$ cat src/hdl/acg_pkg.sv
/*
 * Constants and types of the converter control block: register
 * addresses, field positions, reset values, codes and states.
 * Assumes nothing of its surroundings; compiled before all modules.
 */
package acg_pkg;

    // ****************************************************
    // Register addresses
    // ****************************************************
    localparam logic [31:0] ADDR_CTRL = 32'hffff_0500;
    localparam logic [31:0] ADDR_POS = 32'hffff_0504;
    localparam logic [31:0] ADDR_NEG = 32'hffff_0508;
    localparam logic [31:0] ADDR_STAT = 32'hffff_050c;
    localparam logic [31:0] ADDR_RES = 32'hffff_0510;
    localparam logic [31:0] ADDR_SRST = 32'hffff_0514;
    localparam logic [31:0] ADDR_GAIN = 32'hffff_0520;

    // ****************************************************
    // Control word fields and reset values
    // ****************************************************
    localparam logic [15:0] CTRL_RESET = 16'h0a00;
    localparam logic [15:0] CTRL_MASK = 16'hffbf;
    localparam int TRIG_LSB = 0;
    localparam int MODE_LSB = 3;
    localparam int PWR_BIT = 5;
    localparam int EN_BIT = 7;
    localparam int ACQ_LSB = 8;
    localparam int DIV_LSB = 11;
    localparam int NBYP_BIT = 14;
    localparam int PBYP_BIT = 15;
    localparam int DONE_BIT = 0;
    localparam int SRST_BIT = 0;

    // ****************************************************
    // Trigger and mode codes
    // ****************************************************
    localparam logic [2:0] TRIG_PIN = 3'h0;
    localparam logic [2:0] TRIG_TMR1 = 3'h1;
    localparam logic [2:0] TRIG_TMR0 = 3'h2;
    localparam logic [2:0] TRIG_SINGLE = 3'h3;
    localparam logic [2:0] TRIG_CONT = 3'h4;
    localparam logic [2:0] TRIG_PLA = 3'h5;
    localparam logic [1:0] MODE_SINGLE = 2'h0;
    localparam logic [1:0] MODE_DIFF = 2'h1;
    localparam logic [1:0] MODE_PSEUDO = 2'h2;

    // ****************************************************
    // Channels, result and gain
    // ****************************************************
    localparam int CHAN_W = 5;
    localparam logic [4:0] NEG_AMP0 = 5'h00;
    localparam logic [4:0] NEG_AMP1 = 5'h01;
    localparam logic [4:0] NEG_ANALOG_GROUND = 5'h0e;
    localparam logic [4:0] NEG_IO_GROUND = 5'h10;
    localparam int RES_W = 12;
    localparam int RES_LSB = 16;
    localparam int GAIN_W = 6;
    localparam int GAIN0_LSB = 6;
    localparam int GAIN1_LSB = 0;
    localparam logic [5:0] GAIN_MAX = 6'h20;

    // ****************************************************
    // Timing
    // ****************************************************
    localparam logic [2:0] SEL_MAX = 3'h5;
    localparam logic [7:0] ACQ_BASE = 8'h02;
    localparam logic [2:0] COMP_SETTLE = 3'h4;

    typedef enum logic [1:0] {
        ST_IDLE = 2'b00,
        ST_ACQ = 2'b01,
        ST_CONV = 2'b10
    } acg_state_t;

endpackage

$ cat src/hdl/acg_pin_sync.sv
/*
 * Three-stage synchroniser for one pin level.
 * Assumes an asynchronous input; the level changes once the
 * second and third stages agree.
 */
`timescale 1ns/100ps

module acg_pin_sync (
    // Clock and reset
    input wire logic clk_in,
    input wire logic rst_n_in,
    // Pin
    input wire logic pin_in,
    output logic level_out
);

    typedef struct packed {
        logic s1;
        logic s2;
        logic s3;
        logic level;
    } acg_sync_t;

    acg_sync_t sync_reg;
    acg_sync_t sync_next;

    always_comb begin
        sync_next = sync_reg;
        sync_next.s1 = pin_in;
        sync_next.s2 = sync_reg.s1;
        sync_next.s3 = sync_reg.s2;
        if (sync_reg.s2 == sync_reg.s3) begin
            sync_next.level = sync_reg.s3;
        end
    end

    always_ff @(posedge clk_in or negedge rst_n_in) begin
        if (!rst_n_in) begin
            sync_reg <= '0;
        end else begin
            sync_reg <= sync_next;
        end
    end

    assign level_out = sync_reg.level;

endmodule

$ cat src/hdl/acg_tick_gen.sv
/*
 * Converter clock enable: one-cycle pulse every 2^n core cycles.
 * Assumes the divider select is a core-clock register value.
 */
`timescale 1ns/100ps

module acg_tick_gen (
    // Clock and reset
    input wire logic clk_in,
    input wire logic rst_n_in,
    // Divider select and pulse
    input wire logic [2:0] div_sel_in,
    output logic tick_out
);

    typedef struct packed {
        logic [4:0] cnt;
        logic tick;
    } acg_tick_t;

    acg_tick_t tick_reg;
    acg_tick_t tick_next;
    logic [2:0] sel;
    logic [4:0] last;

    always_comb begin
        sel = (div_sel_in > acg_pkg::SEL_MAX) ? acg_pkg::SEL_MAX
                                              : div_sel_in;
        last = 5'((6'h01 << sel) - 6'h01);
        tick_next = tick_reg;
        if (tick_reg.cnt >= last) begin
            tick_next.cnt = '0;
            tick_next.tick = 1'b1;
        end else begin
            tick_next.cnt = tick_reg.cnt + 5'h01;
            tick_next.tick = 1'b0;
        end
    end

    always_ff @(posedge clk_in or negedge rst_n_in) begin
        if (!rst_n_in) begin
            tick_reg <= '0;
        end else begin
            tick_reg <= tick_next;
        end
    end

    assign tick_out = tick_reg.tick;

endmodule

$ cat src/hdl/acg_adc_ctrl.sv
/*
 * Converter control: AHB-Lite register slave, channel selection,
 * trigger choice and successive approximation sequencer.
 * Assumes a single-slave AHB-Lite bus on clk_in, an analog mux and
 * capacitive DAC driven from the outputs, and an asynchronous
 * comparator result and conversion-start pin.
 */
// Added by the designer: register access over AHB-Lite.
`timescale 1ns/100ps

// How it works
// - Negative selector: 5-bit code, bits 7:5 reserved
// - Finished conversion sets status bit 0
// - Reading result clears status bit 0
// - Result code sits in bits 27:16
// - Soft reset bit restores all register defaults
// - Gain codes in bits 11:6 and 5:0
// - Gain is one plus four code over 32
// - Differential uses positive and negative selections
// - Acquire, then disconnect and approximate to completion
// - Single-ended ties negative side to ground
// - Eleven fixed and two amplified positive channels
// - Positive selector: 5-bit code in bits 4:0
// - Single software conversion returns trigger to 000

module acg_adc_ctrl (
    // Clock and reset
    input wire logic clk_in,
    input wire logic rst_n_in,
    // AHB-Lite slave
    input wire logic hsel_in,
    input wire logic [31:0] haddr_in,
    input wire logic [1:0] htrans_in,
    input wire logic hwrite_in,
    input wire logic [2:0] hsize_in,
    input wire logic [31:0] hwdata_in,
    input wire logic hready_in,
    output logic [31:0] hrdata_out,
    output logic hreadyout_out,
    output logic hresp_out,
    // Conversion triggers
    input wire logic convst_pin_in,
    input wire logic timer0_in,
    input wire logic timer1_in,
    input wire logic pla_in,
    // Analog side
    input wire logic comparator_in,
    output logic [4:0] pos_channel_out,
    output logic [4:0] neg_channel_out,
    output logic [1:0] conv_mode_out,
    output logic sample_out,
    output logic [11:0] dac_trial_out,
    output logic adc_power_out,
    output logic pos_bypass_out,
    output logic neg_bypass_out,
    output logic [5:0] amp0_gain_code_out,
    output logic [5:0] amp1_gain_code_out,
    output logic busy_out
);

    // ****************************************************
    // State
    // ****************************************************
    typedef struct packed {
        logic [15:0] ctrl;
        logic [4:0] pos;
        logic [4:0] neg;
        logic done;
        logic [11:0] result;
        logic [11:0] gain;
        logic [31:0] addr;
        logic wr_pend;
        logic rd_pend;
        logic ready;
        logic [31:0] rdata;
        acg_pkg::acg_state_t state;
        logic [6:0] acq_cnt;
        logic [3:0] bit_idx;
        logic [11:0] trial;
        logic [2:0] settle;
        logic pin_prev;
    } acg_ctrl_t;

    acg_ctrl_t ctrl_reg;
    acg_ctrl_t ctrl_next;

    logic tick;
    logic pin_level;
    logic comp_level;
    logic [2:0] trig;
    logic [1:0] mode;
    logic [2:0] acq_sel;
    logic [6:0] acq_last;
    logic enabled;
    logic start;
    logic accept;
    logic [31:0] rd_word;
    logic [11:0] keep;

    // ****************************************************
    // Converter clock enable and synchronisers
    // ****************************************************
    acg_tick_gen u_tick (
        .clk_in(clk_in),
        .rst_n_in(rst_n_in),
        .div_sel_in(ctrl_reg.ctrl[acg_pkg::DIV_LSB +: 3]),
        .tick_out(tick)
    );

    acg_pin_sync u_convst_sync (
        .clk_in(clk_in),
        .rst_n_in(rst_n_in),
        .pin_in(convst_pin_in),
        .level_out(pin_level)
    );

    acg_pin_sync u_comp_sync (
        .clk_in(clk_in),
        .rst_n_in(rst_n_in),
        .pin_in(comparator_in),
        .level_out(comp_level)
    );

    // ****************************************************
    // Next state
    // ****************************************************
    always_comb begin
        ctrl_next = ctrl_reg;
        trig = ctrl_reg.ctrl[acg_pkg::TRIG_LSB +: 3];
        mode = ctrl_reg.ctrl[acg_pkg::MODE_LSB +: 2];
        acq_sel = ctrl_reg.ctrl[acg_pkg::ACQ_LSB +: 3];
        if (acq_sel > acg_pkg::SEL_MAX) begin
            acq_sel = acg_pkg::SEL_MAX;
        end
        acq_last = 7'((acg_pkg::ACQ_BASE << acq_sel) - 8'h01);
        enabled = ctrl_reg.ctrl[acg_pkg::EN_BIT]
                  && ctrl_reg.ctrl[acg_pkg::PWR_BIT];
        accept = hsel_in && htrans_in[1] && hready_in;
        rd_word = '0;
        keep = ctrl_reg.trial;
        ctrl_next.pin_prev = pin_level;

        // Trigger source select
        case (trig)
            acg_pkg::TRIG_PIN: begin
                start = pin_level && !ctrl_reg.pin_prev;
            end
            acg_pkg::TRIG_TMR1: begin
                start = timer1_in;
            end
            acg_pkg::TRIG_TMR0: begin
                start = timer0_in;
            end
            acg_pkg::TRIG_SINGLE: begin
                start = 1'b1;
            end
            acg_pkg::TRIG_CONT: begin
                start = 1'b1;
            end
            acg_pkg::TRIG_PLA: begin
                start = pla_in;
            end
            default: begin
                start = 1'b0;
            end
        endcase

        // Read data phase: one wait state, then data
        case (ctrl_reg.addr)
            acg_pkg::ADDR_CTRL: begin
                rd_word = 32'(ctrl_reg.ctrl);
            end
            acg_pkg::ADDR_POS: begin
                rd_word = 32'(ctrl_reg.pos);
            end
            acg_pkg::ADDR_NEG: begin
                rd_word = 32'(ctrl_reg.neg);
            end
            acg_pkg::ADDR_STAT: begin
                rd_word = 32'(ctrl_reg.done) << acg_pkg::DONE_BIT;
            end
            acg_pkg::ADDR_RES: begin
                rd_word = 32'(ctrl_reg.result) << acg_pkg::RES_LSB;
            end
            acg_pkg::ADDR_GAIN: begin
                rd_word = 32'(ctrl_reg.gain);
            end
            default: begin
                rd_word = '0;
            end
        endcase
        if (ctrl_reg.rd_pend && !ctrl_reg.ready) begin
            ctrl_next.rdata = rd_word;
            ctrl_next.ready = 1'b1;
            ctrl_next.rd_pend = 1'b0;
            if (ctrl_reg.addr == acg_pkg::ADDR_RES) begin
                ctrl_next.done = 1'b0;
            end
        end

        // Conversion sequencer
        case (ctrl_reg.state)
            acg_pkg::ST_IDLE: begin
                if (enabled && start) begin
                    ctrl_next.state = acg_pkg::ST_ACQ;
                    ctrl_next.acq_cnt = '0;
                end
            end
            acg_pkg::ST_ACQ: begin
                if (tick) begin
                    if (ctrl_reg.acq_cnt >= acq_last) begin
                        ctrl_next.state = acg_pkg::ST_CONV;
                        ctrl_next.bit_idx = 4'(acg_pkg::RES_W - 1);
                        ctrl_next.trial = 12'h800;
                        ctrl_next.settle = acg_pkg::COMP_SETTLE;
                    end else begin
                        ctrl_next.acq_cnt = ctrl_reg.acq_cnt + 7'h01;
                    end
                end
            end
            acg_pkg::ST_CONV: begin
                if (ctrl_reg.settle != '0) begin
                    ctrl_next.settle = ctrl_reg.settle - 3'h1;
                end else if (tick) begin
                    if (!comp_level) begin
                        keep[ctrl_reg.bit_idx] = 1'b0;
                    end
                    if (ctrl_reg.bit_idx == '0) begin
                        ctrl_next.result = keep;
                        ctrl_next.done = 1'b1;
                        ctrl_next.state = acg_pkg::ST_IDLE;
                        if (trig == acg_pkg::TRIG_SINGLE) begin
                            ctrl_next.ctrl[acg_pkg::TRIG_LSB +: 3] =
                                acg_pkg::TRIG_PIN;
                        end
                    end else begin
                        keep[ctrl_reg.bit_idx - 4'h1] = 1'b1;
                        ctrl_next.bit_idx = ctrl_reg.bit_idx - 4'h1;
                        ctrl_next.settle = acg_pkg::COMP_SETTLE;
                    end
                    ctrl_next.trial = keep;
                end
            end
            default: begin
                ctrl_next.state = acg_pkg::ST_IDLE;
            end
        endcase
        if (!enabled) begin
            ctrl_next.state = acg_pkg::ST_IDLE;
        end

        // Write data phase
        if (ctrl_reg.wr_pend) begin
            ctrl_next.wr_pend = 1'b0;
            case (ctrl_reg.addr)
                acg_pkg::ADDR_CTRL: begin
                    ctrl_next.ctrl = hwdata_in[15:0]
                                     & acg_pkg::CTRL_MASK;
                end
                acg_pkg::ADDR_POS: begin
                    ctrl_next.pos = hwdata_in[acg_pkg::CHAN_W-1:0];
                end
                acg_pkg::ADDR_NEG: begin
                    ctrl_next.neg = hwdata_in[acg_pkg::CHAN_W-1:0];
                end
                acg_pkg::ADDR_GAIN: begin
                    ctrl_next.gain = hwdata_in[11:0];
                end
                acg_pkg::ADDR_SRST: begin
                    if (hwdata_in[acg_pkg::SRST_BIT]) begin
                        ctrl_next.ctrl = acg_pkg::CTRL_RESET;
                        ctrl_next.pos = '0;
                        ctrl_next.neg = '0;
                        ctrl_next.done = 1'b0;
                        ctrl_next.result = '0;
                        ctrl_next.gain = '0;
                        ctrl_next.state = acg_pkg::ST_IDLE;
                        ctrl_next.trial = '0;
                    end
                end
                default: begin
                    ctrl_next.wr_pend = 1'b0;
                end
            endcase
        end

        // Address phase capture
        if (accept) begin
            ctrl_next.addr = haddr_in;
            ctrl_next.wr_pend = hwrite_in;
            ctrl_next.rd_pend = !hwrite_in;
            ctrl_next.ready = hwrite_in;
        end
    end

    always_ff @(posedge clk_in or negedge rst_n_in) begin
        if (!rst_n_in) begin
            ctrl_reg <= '0;
            ctrl_reg.ctrl <= acg_pkg::CTRL_RESET;
            ctrl_reg.ready <= 1'b1;
            ctrl_reg.state <= acg_pkg::ST_IDLE;
        end else begin
            ctrl_reg <= ctrl_next;
        end
    end

    // ****************************************************
    // Outputs
    // ****************************************************
    assign hrdata_out = ctrl_reg.rdata;
    assign hreadyout_out = ctrl_reg.ready;
    assign hresp_out = 1'b0;

    // Positive side always from the positive selector
    assign pos_channel_out = ctrl_reg.pos;

    // Negative side from the selector unless single-ended
    always_comb begin
        if (ctrl_reg.ctrl[acg_pkg::MODE_LSB +: 2]
            == acg_pkg::MODE_SINGLE) begin
            neg_channel_out = acg_pkg::NEG_ANALOG_GROUND;
        end else begin
            neg_channel_out = ctrl_reg.neg;
        end
    end

    assign conv_mode_out = mode;
    assign sample_out = (ctrl_reg.state == acg_pkg::ST_ACQ);
    assign dac_trial_out = ctrl_reg.trial;
    assign adc_power_out = ctrl_reg.ctrl[acg_pkg::PWR_BIT];
    assign pos_bypass_out = ctrl_reg.ctrl[acg_pkg::PBYP_BIT];
    assign neg_bypass_out = ctrl_reg.ctrl[acg_pkg::NBYP_BIT];
    assign busy_out = (ctrl_reg.state != acg_pkg::ST_IDLE);

    // Gain codes, held at most 32 for gains 1 to 5
    always_comb begin
        amp0_gain_code_out =
            ctrl_reg.gain[acg_pkg::GAIN0_LSB +: acg_pkg::GAIN_W];
        amp1_gain_code_out =
            ctrl_reg.gain[acg_pkg::GAIN1_LSB +: acg_pkg::GAIN_W];
        if (amp0_gain_code_out > acg_pkg::GAIN_MAX) begin
            amp0_gain_code_out = acg_pkg::GAIN_MAX;
        end
        if (amp1_gain_code_out > acg_pkg::GAIN_MAX) begin
            amp1_gain_code_out = acg_pkg::GAIN_MAX;
        end
    end

endmodule

$ cat config.mk
export PLATFORM = sky130hd
export DESIGN_NAME = acg_adc_ctrl
export DESIGN_NICKNAME = d
export VERILOG_FILES = /design/src/hdl/acg_pkg.sv /design/src/hdl/acg_pin_sync.sv /design/src/hdl/acg_tick_gen.sv /design/src/hdl/acg_adc_ctrl.sv
export SDC_FILE = /design/constraint.sdc
export NUM_CORES = 1
export LEC_CHECK = 0
export ABC_AREA = 0
export BUFFER_PORTS_ARGS = -buffer_cell sky130_fd_sc_hd__clkbuf_2
export CAP_MARGIN = 20
export CORE_AREA = 2 2 116 141
export CTS_BUF_LIST = sky130_fd_sc_hd__clkbuf_4
export DETAILED_ROUTE_END_ITERATION = 7
export DIE_AREA = 0 0 118 143
export GPL_TIMING_DRIVEN = 0
export PLACE_DENSITY = 0.78
export RECOVER_POWER = 25
export SYNTH_ARGS = -nofsm -noshare
export SYNTH_HDL_FRONTEND = slang
export SYNTH_HIERARCHICAL = 1
export SYNTH_SLANG_ARGS = --single-unit
$ cat constraint.sdc
create_clock -name clk_in -period 8 [get_ports clk_in]
set_clock_uncertainty 0.2 [all_clocks]
set_input_delay 1.6 -clock clk_in [delete_from_list [all_inputs] [get_ports clk_in]]
set_output_delay 1.6 -clock clk_in [all_outputs]
set_load 0.05 [all_outputs]
-- Yosys cells after proc, flatten, opt, wreduce, memory -nomap -nowiden
Index checks and enable logic that the tools add are counted.
- word-level logic and storage cells: 167
- register bits after elaboration: 161
- reduce and logical (&&, ||, !) cells: 32
- shift operators: 2
- $add $sub $neg: 6
- multiplexer cells: 60
- bitwise gates (word level): 3
- magnitude comparators: 10
- eq/ne operators: 26
- operators with widths (kind ; count):
    $eq 32x32->1 const B ; 7
    $pmux 28 s6 ; 1
    $mux 12 ; 8
    $mux 13 ; 5
    $mux 51 ; 1
    $mux 19 ; 2
    $mux 38 ; 1
    $pmux 19 s2 ; 1
    $mux 34 ; 1
    $pmux 16 s2 ; 1
    $mux 3 ; 10
    $mux 28 ; 1
    $pmux 12 s2 ; 1
    $pmux 5 s2 ; 2
    $mux 6 ; 3
    $mux 16 ; 1
    $mux 2 ; 8
    $reduce_bool 2->1 ; 8
    $pmux 7 s2 ; 1
    $and 12x12->12 ; 1
    $gt 6x6->1 const B ; 2
    $not 12->12 ; 1
    $or 12x12->12 ; 1
    $reduce_and 3->1 ; 4
    other kinds (41) ; 67

-- Longest topological paths before layout
Gate-level depths: netlist (run 1).
- depth after elaboration: 18
- mapped depth: 8
- mapped depth without buffers: 7

-- Hierarchy
The synthesis (run 1) kept the hierarchy.
- modules (own cells, without submodules) (module ; times used ; area an instance (um^2) ; cells an instance):
    acg_adc_ctrl ; 1 ; 7508.5 ; 746
    acg_tick_gen ; 1 ; 376.6 ; 35
    acg_pin_sync ; 2 ; 111.4 ; 5

-- Worst setup path before layout (run 1)
OpenSTA, ideal clock, no wires.
- path kind: input port to flip-flop
- start point: input port pla_in
- end point: register ctrl_reg[23] (netlist bit)
- library setup time: 0.077 ns
- stages on the path: 5
- arrival time: 2.716 ns
- buffers on the path: 0
- path slack: 5.006 ns
- required time: 7.723 ns
- cell sequence: mux2i_1 > a221oi_1 > nor3_1 > or4_1 > a21oi_1
- longest elaborated chain between the ends: 4
- ends and longest elaborated chain (what ; line ; RTL):
    start, declared ; acg_adc_ctrl.sv:45 ; input wire logic pla_in,
    $pmux 1 s5 ; acg_adc_ctrl.sv:144 ; case (trig)
    $logic_and 1x1->1 ; acg_adc_ctrl.sv:204 ; if (enabled && start) begin
    $ne 2x2->1 (no source line) ; -- ;
    $reduce_and 4->1 (no source line) ; -- ;
    end signal, assigned ; acg_adc_ctrl.sv:303 ; ctrl_reg <= ctrl_next;
    end, declared ; acg_adc_ctrl.sv:84 ; acg_ctrl_t ctrl_reg;
No other way between the ends.
A chain may end at the register's enable or synchronous reset.

==> flow_summary.toml, run 1 <==
[floorplan]
io_pins = 154
die_w_microns = 118
die_h_microns = 143
coreArea_sq_um = 15500
initial_core_util = 0.525
rows = 50
dieArea_sq_um = 16900

[critical_path]
end_kind = "async pin"
r2r-start = "ctrl_reg[140]"
startpoint_type = "primary input"
worst-path-buf-inv = 1
critPathLaunch = "rst_n_in"
crit_fanout = 69
crit_chain = "clkbuf_1"
slowest_stage = "clkbuf_1"
cp.required_ps = 7660
reg2regPathDepth = 6
reg2reg_to = "ctrl_reg[17]"
cpPeakStageDelay_ps = 2560
cp_data_arrival_time_ps = 4210
r2r_slack_ps = 4950
path_class = "primary input to async pin"
cp_top_family = "buffers and inverters"

[timing]
finalCriticalPeriod_ps = 4550
timing.fmax_mhz = 220
tightest_slew_ps = 3700
drv_slew = 69
tns_ps = 0
maxSlewHeadroom = -1.47
hold_violations = 0
post-route-period-util = 0.569
rsz0062_at_grt = "false"
setup_viol = 0

[hold_path]
hold_path_depth = 0
hp-start = "u_convst_sync/sync_next[2]"
min_to = "u_convst_sync/sync_next[1]"
worstHoldPathType = "flip-flop to flip-flop"

[global_routing]
grt-ovfl-total = 0
grt_usage = 0.245
grt_pass1_wl_microns = 32400
antenna_found_initial = 2
grt_max_degree = 89
grt_pass1_vias = 6488

[logic_synthesis]
synth.area.mux_share = 0.0639
synth_top_family_by_area = "compound AO/OA/AOI/OAI gates"
seq_area_frac_synth = 0.482
ys_ff_latch = 156
synth-edff-count = 0
yosysUniqueCellTypes = 73
synth_xor_area_frac = 0.00324
avgSynthCellArea_sq_um = 10.3
postSynthCellCount = 791
synth_compound_area_frac = 0.192
synthAdderAreaFrac = 0.0367
synth_warnings = 6
async_flop_share = 1.00
syn_area_sq_um = 8110
synthSimpleGateAreaFrac = 0.144
synthFlopType = "dfrtp_1"

[clock_tree]
clk_latency_ps = 590
h-tree-depth = 4
cts_sinks = 156
cts-buffers-inserted = 17
root_buffer = "clkbuf_4"
cts_tree = "built"
cts_buffer_depth = 2
ctsHoldBuffers = 0
cts_resized = 0
clkTransAtPathRegs_ps = 120
post-cts-setup-buffer-count = 0

[cells_and_area]
syn_to_final_growth_pct = 15.4
nNetsFinal = 1044
largest_reg_flops = 91
fillers = 1347
final_area_sq_um = 9360
drive_gt1_frac = 0.291

[route]
routed-via-count = 6611
routed_via_density = 5.67
wl_microns = 19700
dr.pass1.iters = 5
antenna_left = 0
post_drt_wl_per_cell_microns = 16.9
route.detailed.drc = 0
drtIter0Drc = 485

[power_and_ir_drop]
swShare = 0.262
p_int_uw = 1110
p_switching_uw = 393
vdd_drop_max_v = 0.0000751
seq_power_share = 0.566
p_per_area_nw_per_um2 = 161
totalPowerFinal_uw = 1500
p_leak_uw = 0.00428
comb_power_share = 0.090
clkPwrFrac = 0.344

[job]
drv_cap = 1

[outcome]
violations = "max-capacitance violations, max-slew violations"
status = "finished, violations left"

[place]
port_buffers = 128
routabilityCongestion = 0.908
dp_hpwl_microns = 15000
placed_area_sq_um = 9060
[worst reg2reg max path, delay by kind of cell, from the launching register on]
family                   cells  cell delay, ps
flip-flops                   1             620
multiplexers                 1             410
AO/OA/AOI/OAI                4            1490
adder cells (fa/ha/maj)      1             200
[cells in the final DEF (no fill, tap or decap), types with 4 or more instances in the layout]
master / count
a211oi_1: 6
a21boi_0: 4
a21o_1: 5
a21oi_1: 37
a221oi_1: 5
a22o_1: 27
a22oi_1: 19
a311oi_1: 5
a32o_1: 4
and3_1: 8
buf_2: 6
buf_4: 53
clkbuf_1: 26
clkbuf_2: 127
clkbuf_4: 19
clkinv_4: 4
conb_1: 6
dfrtp_1: 153
ha_1: 22
inv_1: 22
mux2_2: 36
mux2i_1: 9
nand2_1: 51
nand2b_1: 10
nand3_1: 28
nand4_1: 7
nor2_1: 48
nor2b_1: 17
nor3_1: 11
nor4_1: 8
o211ai_1: 7
o21a_1: 6
o21ai_0: 64
o31a_1: 4
o31ai_1: 12
or2_2: 8
or3_1: 4
[how the worst max path moves through the flow]
stage	endpoint	slack (ps)	cells after the start
floorplan	ctrl_reg[23]	5010	5
global placement	hrdata_out[26]	2450	1
detailed placement	ctrl_reg[72]	4570	4
CTS	busy_out	4440	4
global route	u_comp_sync/sync_next[1]	2780	1
finish	u_comp_sync/sync_next[1]	3450	1
[layout make-up]
type / count / area, sq um / area share
timing repair buffer: 129 / 667 / 0.0713
clock buffer: 19 / 143 / 0.0152
inverter: 22 / 82.6 / 0.00882
clock inverter: 13 / 166 / 0.0178
multi-input combinational: 530 / 3590 / 0.383
buffer: 87 / 541 / 0.0578
tap: 208 / 260 / 0.0278
antenna: 2 / 5.00 / 0.000535
sequential: 156 / 3910 / 0.418
[power groups by stage]
stage	Sequential, uW	Clock, uW	Combinational, uW
CTS	850	529	136
finish	851	517	135
global route	856	560	149
detailed placement	865	0	136
floorplan	860	0	79.6
global placement	864	0	131
[layer usage]
layer / GRT usage / wire, microns
met3: 0.0463 / 954
met1: 0.318 / 8490
met2: 0.403 / 9690
met4: 0.106 / 607
met5: 0 / 0
[per-stage QoR]
step	setup slack (ps)	hold WS [ps]	cells	utilization
after floorplan	5010	131	795	-
after global placement	2450	136	1131	0.584
after CTS	4440	164	1164	0.606
after global routing	2780	171	1166	0.606
after detailed placement	4570	135	1132	0.586
final	3450	162	1166	0.606
[synthesized netlist by cell type (all sizes together) (12+ instances only)]
cell type | count | share of area
inv | 22 | 0.010
buf | 62 | 0.055
mux2 | 36 | 0.050
o21ai | 67 | 0.042
nor2b | 17 | 0.013
nor2 | 50 | 0.024
a21oi | 37 | 0.023
a22oi | 19 | 0.018
nand2 | 51 | 0.024
clkbuf | 25 | 0.012
nand3 | 28 | 0.017
dfrtp | 153 | 0.47
ha | 22 | 0.034
a22o | 27 | 0.029
o31ai | 12 | 0.011
[cell families after synthesis]
family	after synthesis
AOI/OAI and AO/OA	227
muxes	46
xor gates and xnor gates	3
adders and majority gates	24
and+or+nand+nor	224
other	2
buffers and inverters	109
DFF	156
(Power assumes the default switching activity.)
==> inputs of run 2 (changes only) <==
Settings changed: CORE_AREA 2 2 116 141 to 2 2 117 142, DIE_AREA 0 0 118 143 to 0 0 119 144, PLACE_DENSITY 0.78 to 0.8.
Clock period 8 ns to 3.8 ns, I/O delays scaled along.
==> run 2 against run 1 <==
- the flow still finishes with violations (max-capacitance violations, max-slew violations)
- flip-flop and latch count did not move
- final cell count rose by 0.34%
- combinational power rose by 110%
- wire length rose by 1.5%
- register-to-register slack got worse by 4200 ps
- count of clock-buffer cells in the layout rose by 3
- clock power rose by 91%
- worst setup slack got worse by 2700 ps
- critical path type unchanged
==> flow_summary.toml, run 2 (synthesis gave the netlist of run 1 again) <==
[critical_path]
r2r-start = "ctrl_reg[140]"
path_class = "primary input to async pin"
r2r_slack_ps = 790
cp.required_ps = 4250
endpoint = "hrdata_out[21]"
end_kind = "async pin"
crit_fanout = 117
cp_data_arrival_time_ps = 3500
reg2reg_to = "ctrl_reg[16]"
reg2regPathDepth = 6
critPathLaunch = "rst_n_in"
startpoint_type = "primary input"

[timing]
hold_violations = 0
tns_ps = 0
tightest_slew_ps = 2250
timing.fmax_mhz = 328
drv_slew = 40
finalCriticalPeriod_ps = 3050
maxSlewHeadroom = -0.501
setup_viol = 0
fin_ws_ps = 753
rsz0062_at_grt = "false"
post-route-period-util = 0.802

[global_routing]
grt_usage = 0.242
grt_pass1_vias = 6544
grt-ovfl-total = 0
antenna_found_initial = 1
grt_pass1_wl_microns = 33000
grt_max_degree = 118

[place]
port_buffers = 128
dp_hpwl_microns = 14800
routabilityCongestion = 0.964
dp_worst_setup_slack_ps = 896

[cells_and_area]
layout_commonest_cell = "dfrtp_1"
syn_to_final_growth_pct = 15.1
nNetsFinal = 1045
final_cell_mix = "dfrtp_1, clkbuf_2, o21ai_0"
drive_gt1_frac = 0.289
largest_reg_flops = 91

[power_and_ir_drop]
swShare = 0.255
p_per_area_nw_per_um2 = 328
p_leak_uw = 0.00427
p_switching_uw = 780
clkPwrFrac = 0.322
vdd_drop_max_v = 0.000173
comb_power_share = 0.093
seq_power_share = 0.584
p_int_uw = 2280

[hold_path]
worstHoldPathType = "primary input to flip-flop"
hp-start = "comparator_in"

[outcome]
status = "finished, violations left"
violations = "max-capacitance violations, max-slew violations"

[clock_tree]
h-tree-depth = 4
clk_latency_ps = 560
clkTransAtPathRegs_ps = 130
cts_sinks = 156
cts-buffers-inserted = 17
cts_resized = 0
cts_tree = "built"
post-cts-setup-buffer-count = 0
cts_buffer_depth = 2
root_buffer = "clkbuf_4"

[route]
routed_via_density = 5.73
route.detailed.drc = 0
post_drt_wl_per_cell_microns = 17.1
dr.pass1.iters = 7
antenna_left = 0
wl_microns = 20000
routed-via-count = 6706
drtIter0Drc = 507

[job]
drv_cap = 1

[floorplan]
io_pins = 154
die_w_microns = 119
coreArea_sq_um = 15900
dieArea_sq_um = 17100
initial_core_util = 0.510
rows = 51
die_h_microns = 144
==> run 2: metal layers <==
layer / global-route usage / share of wire
met3: 0.0418 / 0.053
met4: 0.112 / 0.038
met1: 0.304 / 0.41
met2: 0.411 / 0.50
met5: 0 / 0
==> run 2: area by class of cell <==
cell class | count | area, sq um
Buffer | 87 | 541
Clock inverter | 10 | 105
Inverter | 22 | 82.6
Tap cell | 212 | 265
Multi-Input combinational cell | 530 | 3590
Timing Repair Buffer | 130 | 677
Antenna cell | 1 | 2.50
Fill cell | 1359 | 6550
Clock buffer | 22 | 165
Sequential cell | 156 | 3910
==> run 2: timing repair <==
item | CTS | global route
endpoints found under the setup margin | 0 | 0
hold buffers | 1 | 0
endpoints found under the hold margin | 39 | 0
==> run 2: stage by stage <==
step	instances	hold WS, ps	util	cell area, sq um	power [uW]
CTS	1169	74.1	0.588	9350	3080
finish	1170	95.2	0.588	9340	3060
global route	1170	67.3	0.588	9340	3200
global placement	1135	132	0.568	9030	2090
floorplan	795	131	-	8120	1980
detailed placement	1136	137	0.571	9060	2100
==> run 2: critical path: stages <==
cell	delay, ps
dlygate4sd3_1	530
clkbuf_1	1610
buf_16	470
==> run 2: how the worst min path moves through the flow <==
stage / slack [ps] / to / cells after the start
floorplan: 130 / u_comp_sync/sync_next[1] / 0
global placement: 130 / u_comp_sync/sync_next[1] / 0
detailed placement: 140 / u_convst_sync/sync_next[1] / 0
CTS: 70 / u_comp_sync/sync_next[2] / 1
global route: 70 / u_comp_sync/sync_next[2] / 1
finish: 100 / u_comp_sync/sync_next[2] / 1
==> run 2: power by group through the flow <==
stage	sequential (uW)	clock (uW)	combinational, uW
2_1_floorplan	1810	0	168
4_1_cts	1790	1010	287
3_3_place_gp	1810	0	275
6_report	1790	987	285
5_1_grt	1800	1080	317
3_5_place_dp	1820	0	285
==> inputs of run 3 (changes only) <==
Clock period 3.8 ns to 2.5 ns, I/O delays scaled along.
==> run 3 against run 2 <==
- the flow finishes with violations (negative setup slack)
- final area is 12% higher
- flip-flop and latch count stayed put
- critical path depth is 4 higher
- worst setup slack worse by 830 ps
- largest power group unchanged
==> flow_summary.toml, run 3 (synthesis gave the netlist of run 1 again) <==
[timing]
maxSlewHeadroom = 0.345
post-route-period-util = 1.03
finalCriticalPeriod_ps = 2570
setup_viol = 7
fin_ws_ps = -74.1
drv_slew = 0
tns_ps = -283
tightest_slew_ps = 982
rsz0062_at_grt = "true"
hold_violations = 0
timing.fmax_mhz = 388

[clock_tree]
cts-buffers-inserted = 17
cts_buffer_depth = 2
h-tree-depth = 4
clkTransAtPathRegs_ps = 150
cts_tree = "built"
clk_latency_ps = 570
root_buffer = "clkbuf_4"
cts_sinks = 156

[hold_path]
worstHoldPathType = "primary input to flip-flop"

[floorplan]
io_pins = 154
die_w_microns = 119
coreArea_sq_um = 15900
dieArea_sq_um = 17100
initial_core_util = 0.510
rows = 51
die_h_microns = 144

[place]
port_buffers = 128
dp_hpwl_microns = 14600
routabilityCongestion = 0.919

[power_and_ir_drop]
seq_power_share = 0.561
totalPowerFinal_uw = 4900
p_switching_uw = 1360
comb_power_share = 0.110
p_int_uw = 3540
p_leak_uw = 0.00474
clkPwrFrac = 0.330
p_per_area_nw_per_um2 = 470
vdd_drop_max_v = 0.000320
swShare = 0.278

[route]
routed-via-count = 7175
drtIter0Drc = 675
wl_microns = 22100
post_drt_wl_per_cell_microns = 18.0
routed_via_density = 5.83
antenna_left = 0
dr.pass1.iters = 7
route.detailed.drc = 0

[global_routing]
antenna_found_initial = 1
grt_pass1_wl_microns = 34400
grt_usage = 0.255
grt_pass1_vias = 6875
grt-ovfl-total = 0
grt_max_degree = 118

[critical_path]
path_class = "flip-flop to flip-flop"
slowest_stage = "or4_4"
crit_chain = "nand4_1 -> or4_4 -> buf_12 -> or4b_4 -> buf_6 -> o21ai_2 -> a2bb2oi_2"
cpPeakStageDelay_ps = 610
crit_fanout = 7
cp_data_arrival_time_ps = 2820
cp.required_ps = 2740
r2r_slack_ps = -70
startpoint_type = "flip-flop"
end_kind = "flip-flop"

[cells_and_area]
multi_input_area_sq_um = 4010
final_cell_mix = "dfrtp_1, clkbuf_2, buf_4"
layout_commonest_cell = "dfrtp_1"
fillers = 1164
syn_to_final_growth_pct = 28.5
nNetsFinal = 1106
seq_area_sq_um = 3910
drive_gt1_frac = 0.355
largest_reg_flops = 91

[outcome]
status = "finished, violations left"
violations = "negative setup slack"

[job]
drv_cap = 0
## run 3: cell types whose count changed in the layout (fill, tap and decap cells not counted), moves of 7 or more
cell           change
a22oi_1           -10
a22oi_2           +10
o21ai_1           +11
dlygate4sd3_1     +44
clkbuf_1           -7
o21ai_0           -15
buf_4             +19
## run 3: through the flow
step	std cells	utilization	setup WS (ps)	hold WS [ps]	cell area [sq um]
6_report	1231	0.656	-74.1	24.6	10400
3_5_place_dp	1136	0.571	-440	137	9070
4_1_cts	1222	0.635	-1.54	3.43	10100
5_1_grt	1231	0.656	-135	21.2	10400
3_3_place_gp	1135	0.568	-1930	132	9030
2_1_floorplan	795	-	29.8	4.41	8130
## run 3: final cells by class
class	count	share of cell area
antenna	1	0.000240
buffer	86	0.0563
clock buffer	19	0.0137
clock inverter	13	0.0152
inverter	22	0.00828
multi-input combinational	530	0.385
sequential	156	0.375
tap	212	0.0255
timing repair buffer	192	0.121
## run 3: power groups by stage
stage               registers (uW)  clock network (uW)  logic (uW)
floorplan                     2750                   0         255
global placement              2760                   0         413
detailed placement            2760                   0         429
CTS                           2720                1630         514
global route                  2760                1740         579
finish                        2750                1610         537
## run 3: worst max-delay path, delay by kind of cell, from the launching register on
family	cells	cell delay (ps)
AO/OA/AOI/OAI	2	190
AND/OR/NAND/NOR	3	1360
buffers and inverters	2	320
flip-flops	1	390
## run 3: metal layers
layer | vias to the layer above | GRT usage | share of wire
met5 | - | 0 | 0
met4 | 0 | 0.128 | 0.050
met3 | 94 | 0.0513 | 0.059
met2 | 327 | 0.442 | 0.50
met1 | 3477 | 0.304 | 0.39
li1 | 3277 | - | -
## run 3: worst paths after layout
path	from	cells after the start	end
hold reg to reg	u_comp_sync/sync_next[2]	0	u_comp_sync/sync_next[1]
hold / removal	hwdata_in[6]	3	ctrl_reg[102]
min in group asynchronous	rst_n_in	2	ctrl_reg[72]
setup / recovery	ctrl_reg[89]	7	pos_channel_out[0]
max in group asynchronous	rst_n_in	3	ctrl_reg[141]
setup reg to reg	ctrl_reg[89]	7	pos_channel_out[0]
## run 3: timing repair
item | 4_1_cts | 5_1_grt
hold buffers | 45 | 0
pin swaps | 10 | 31
gates resized for setup | 42 | 80
endpoints found under the setup margin | 88 | 79
gates cloned | 1 | 1
setup buffers | 8 | 8
endpoints found under the hold margin | 85 | 0
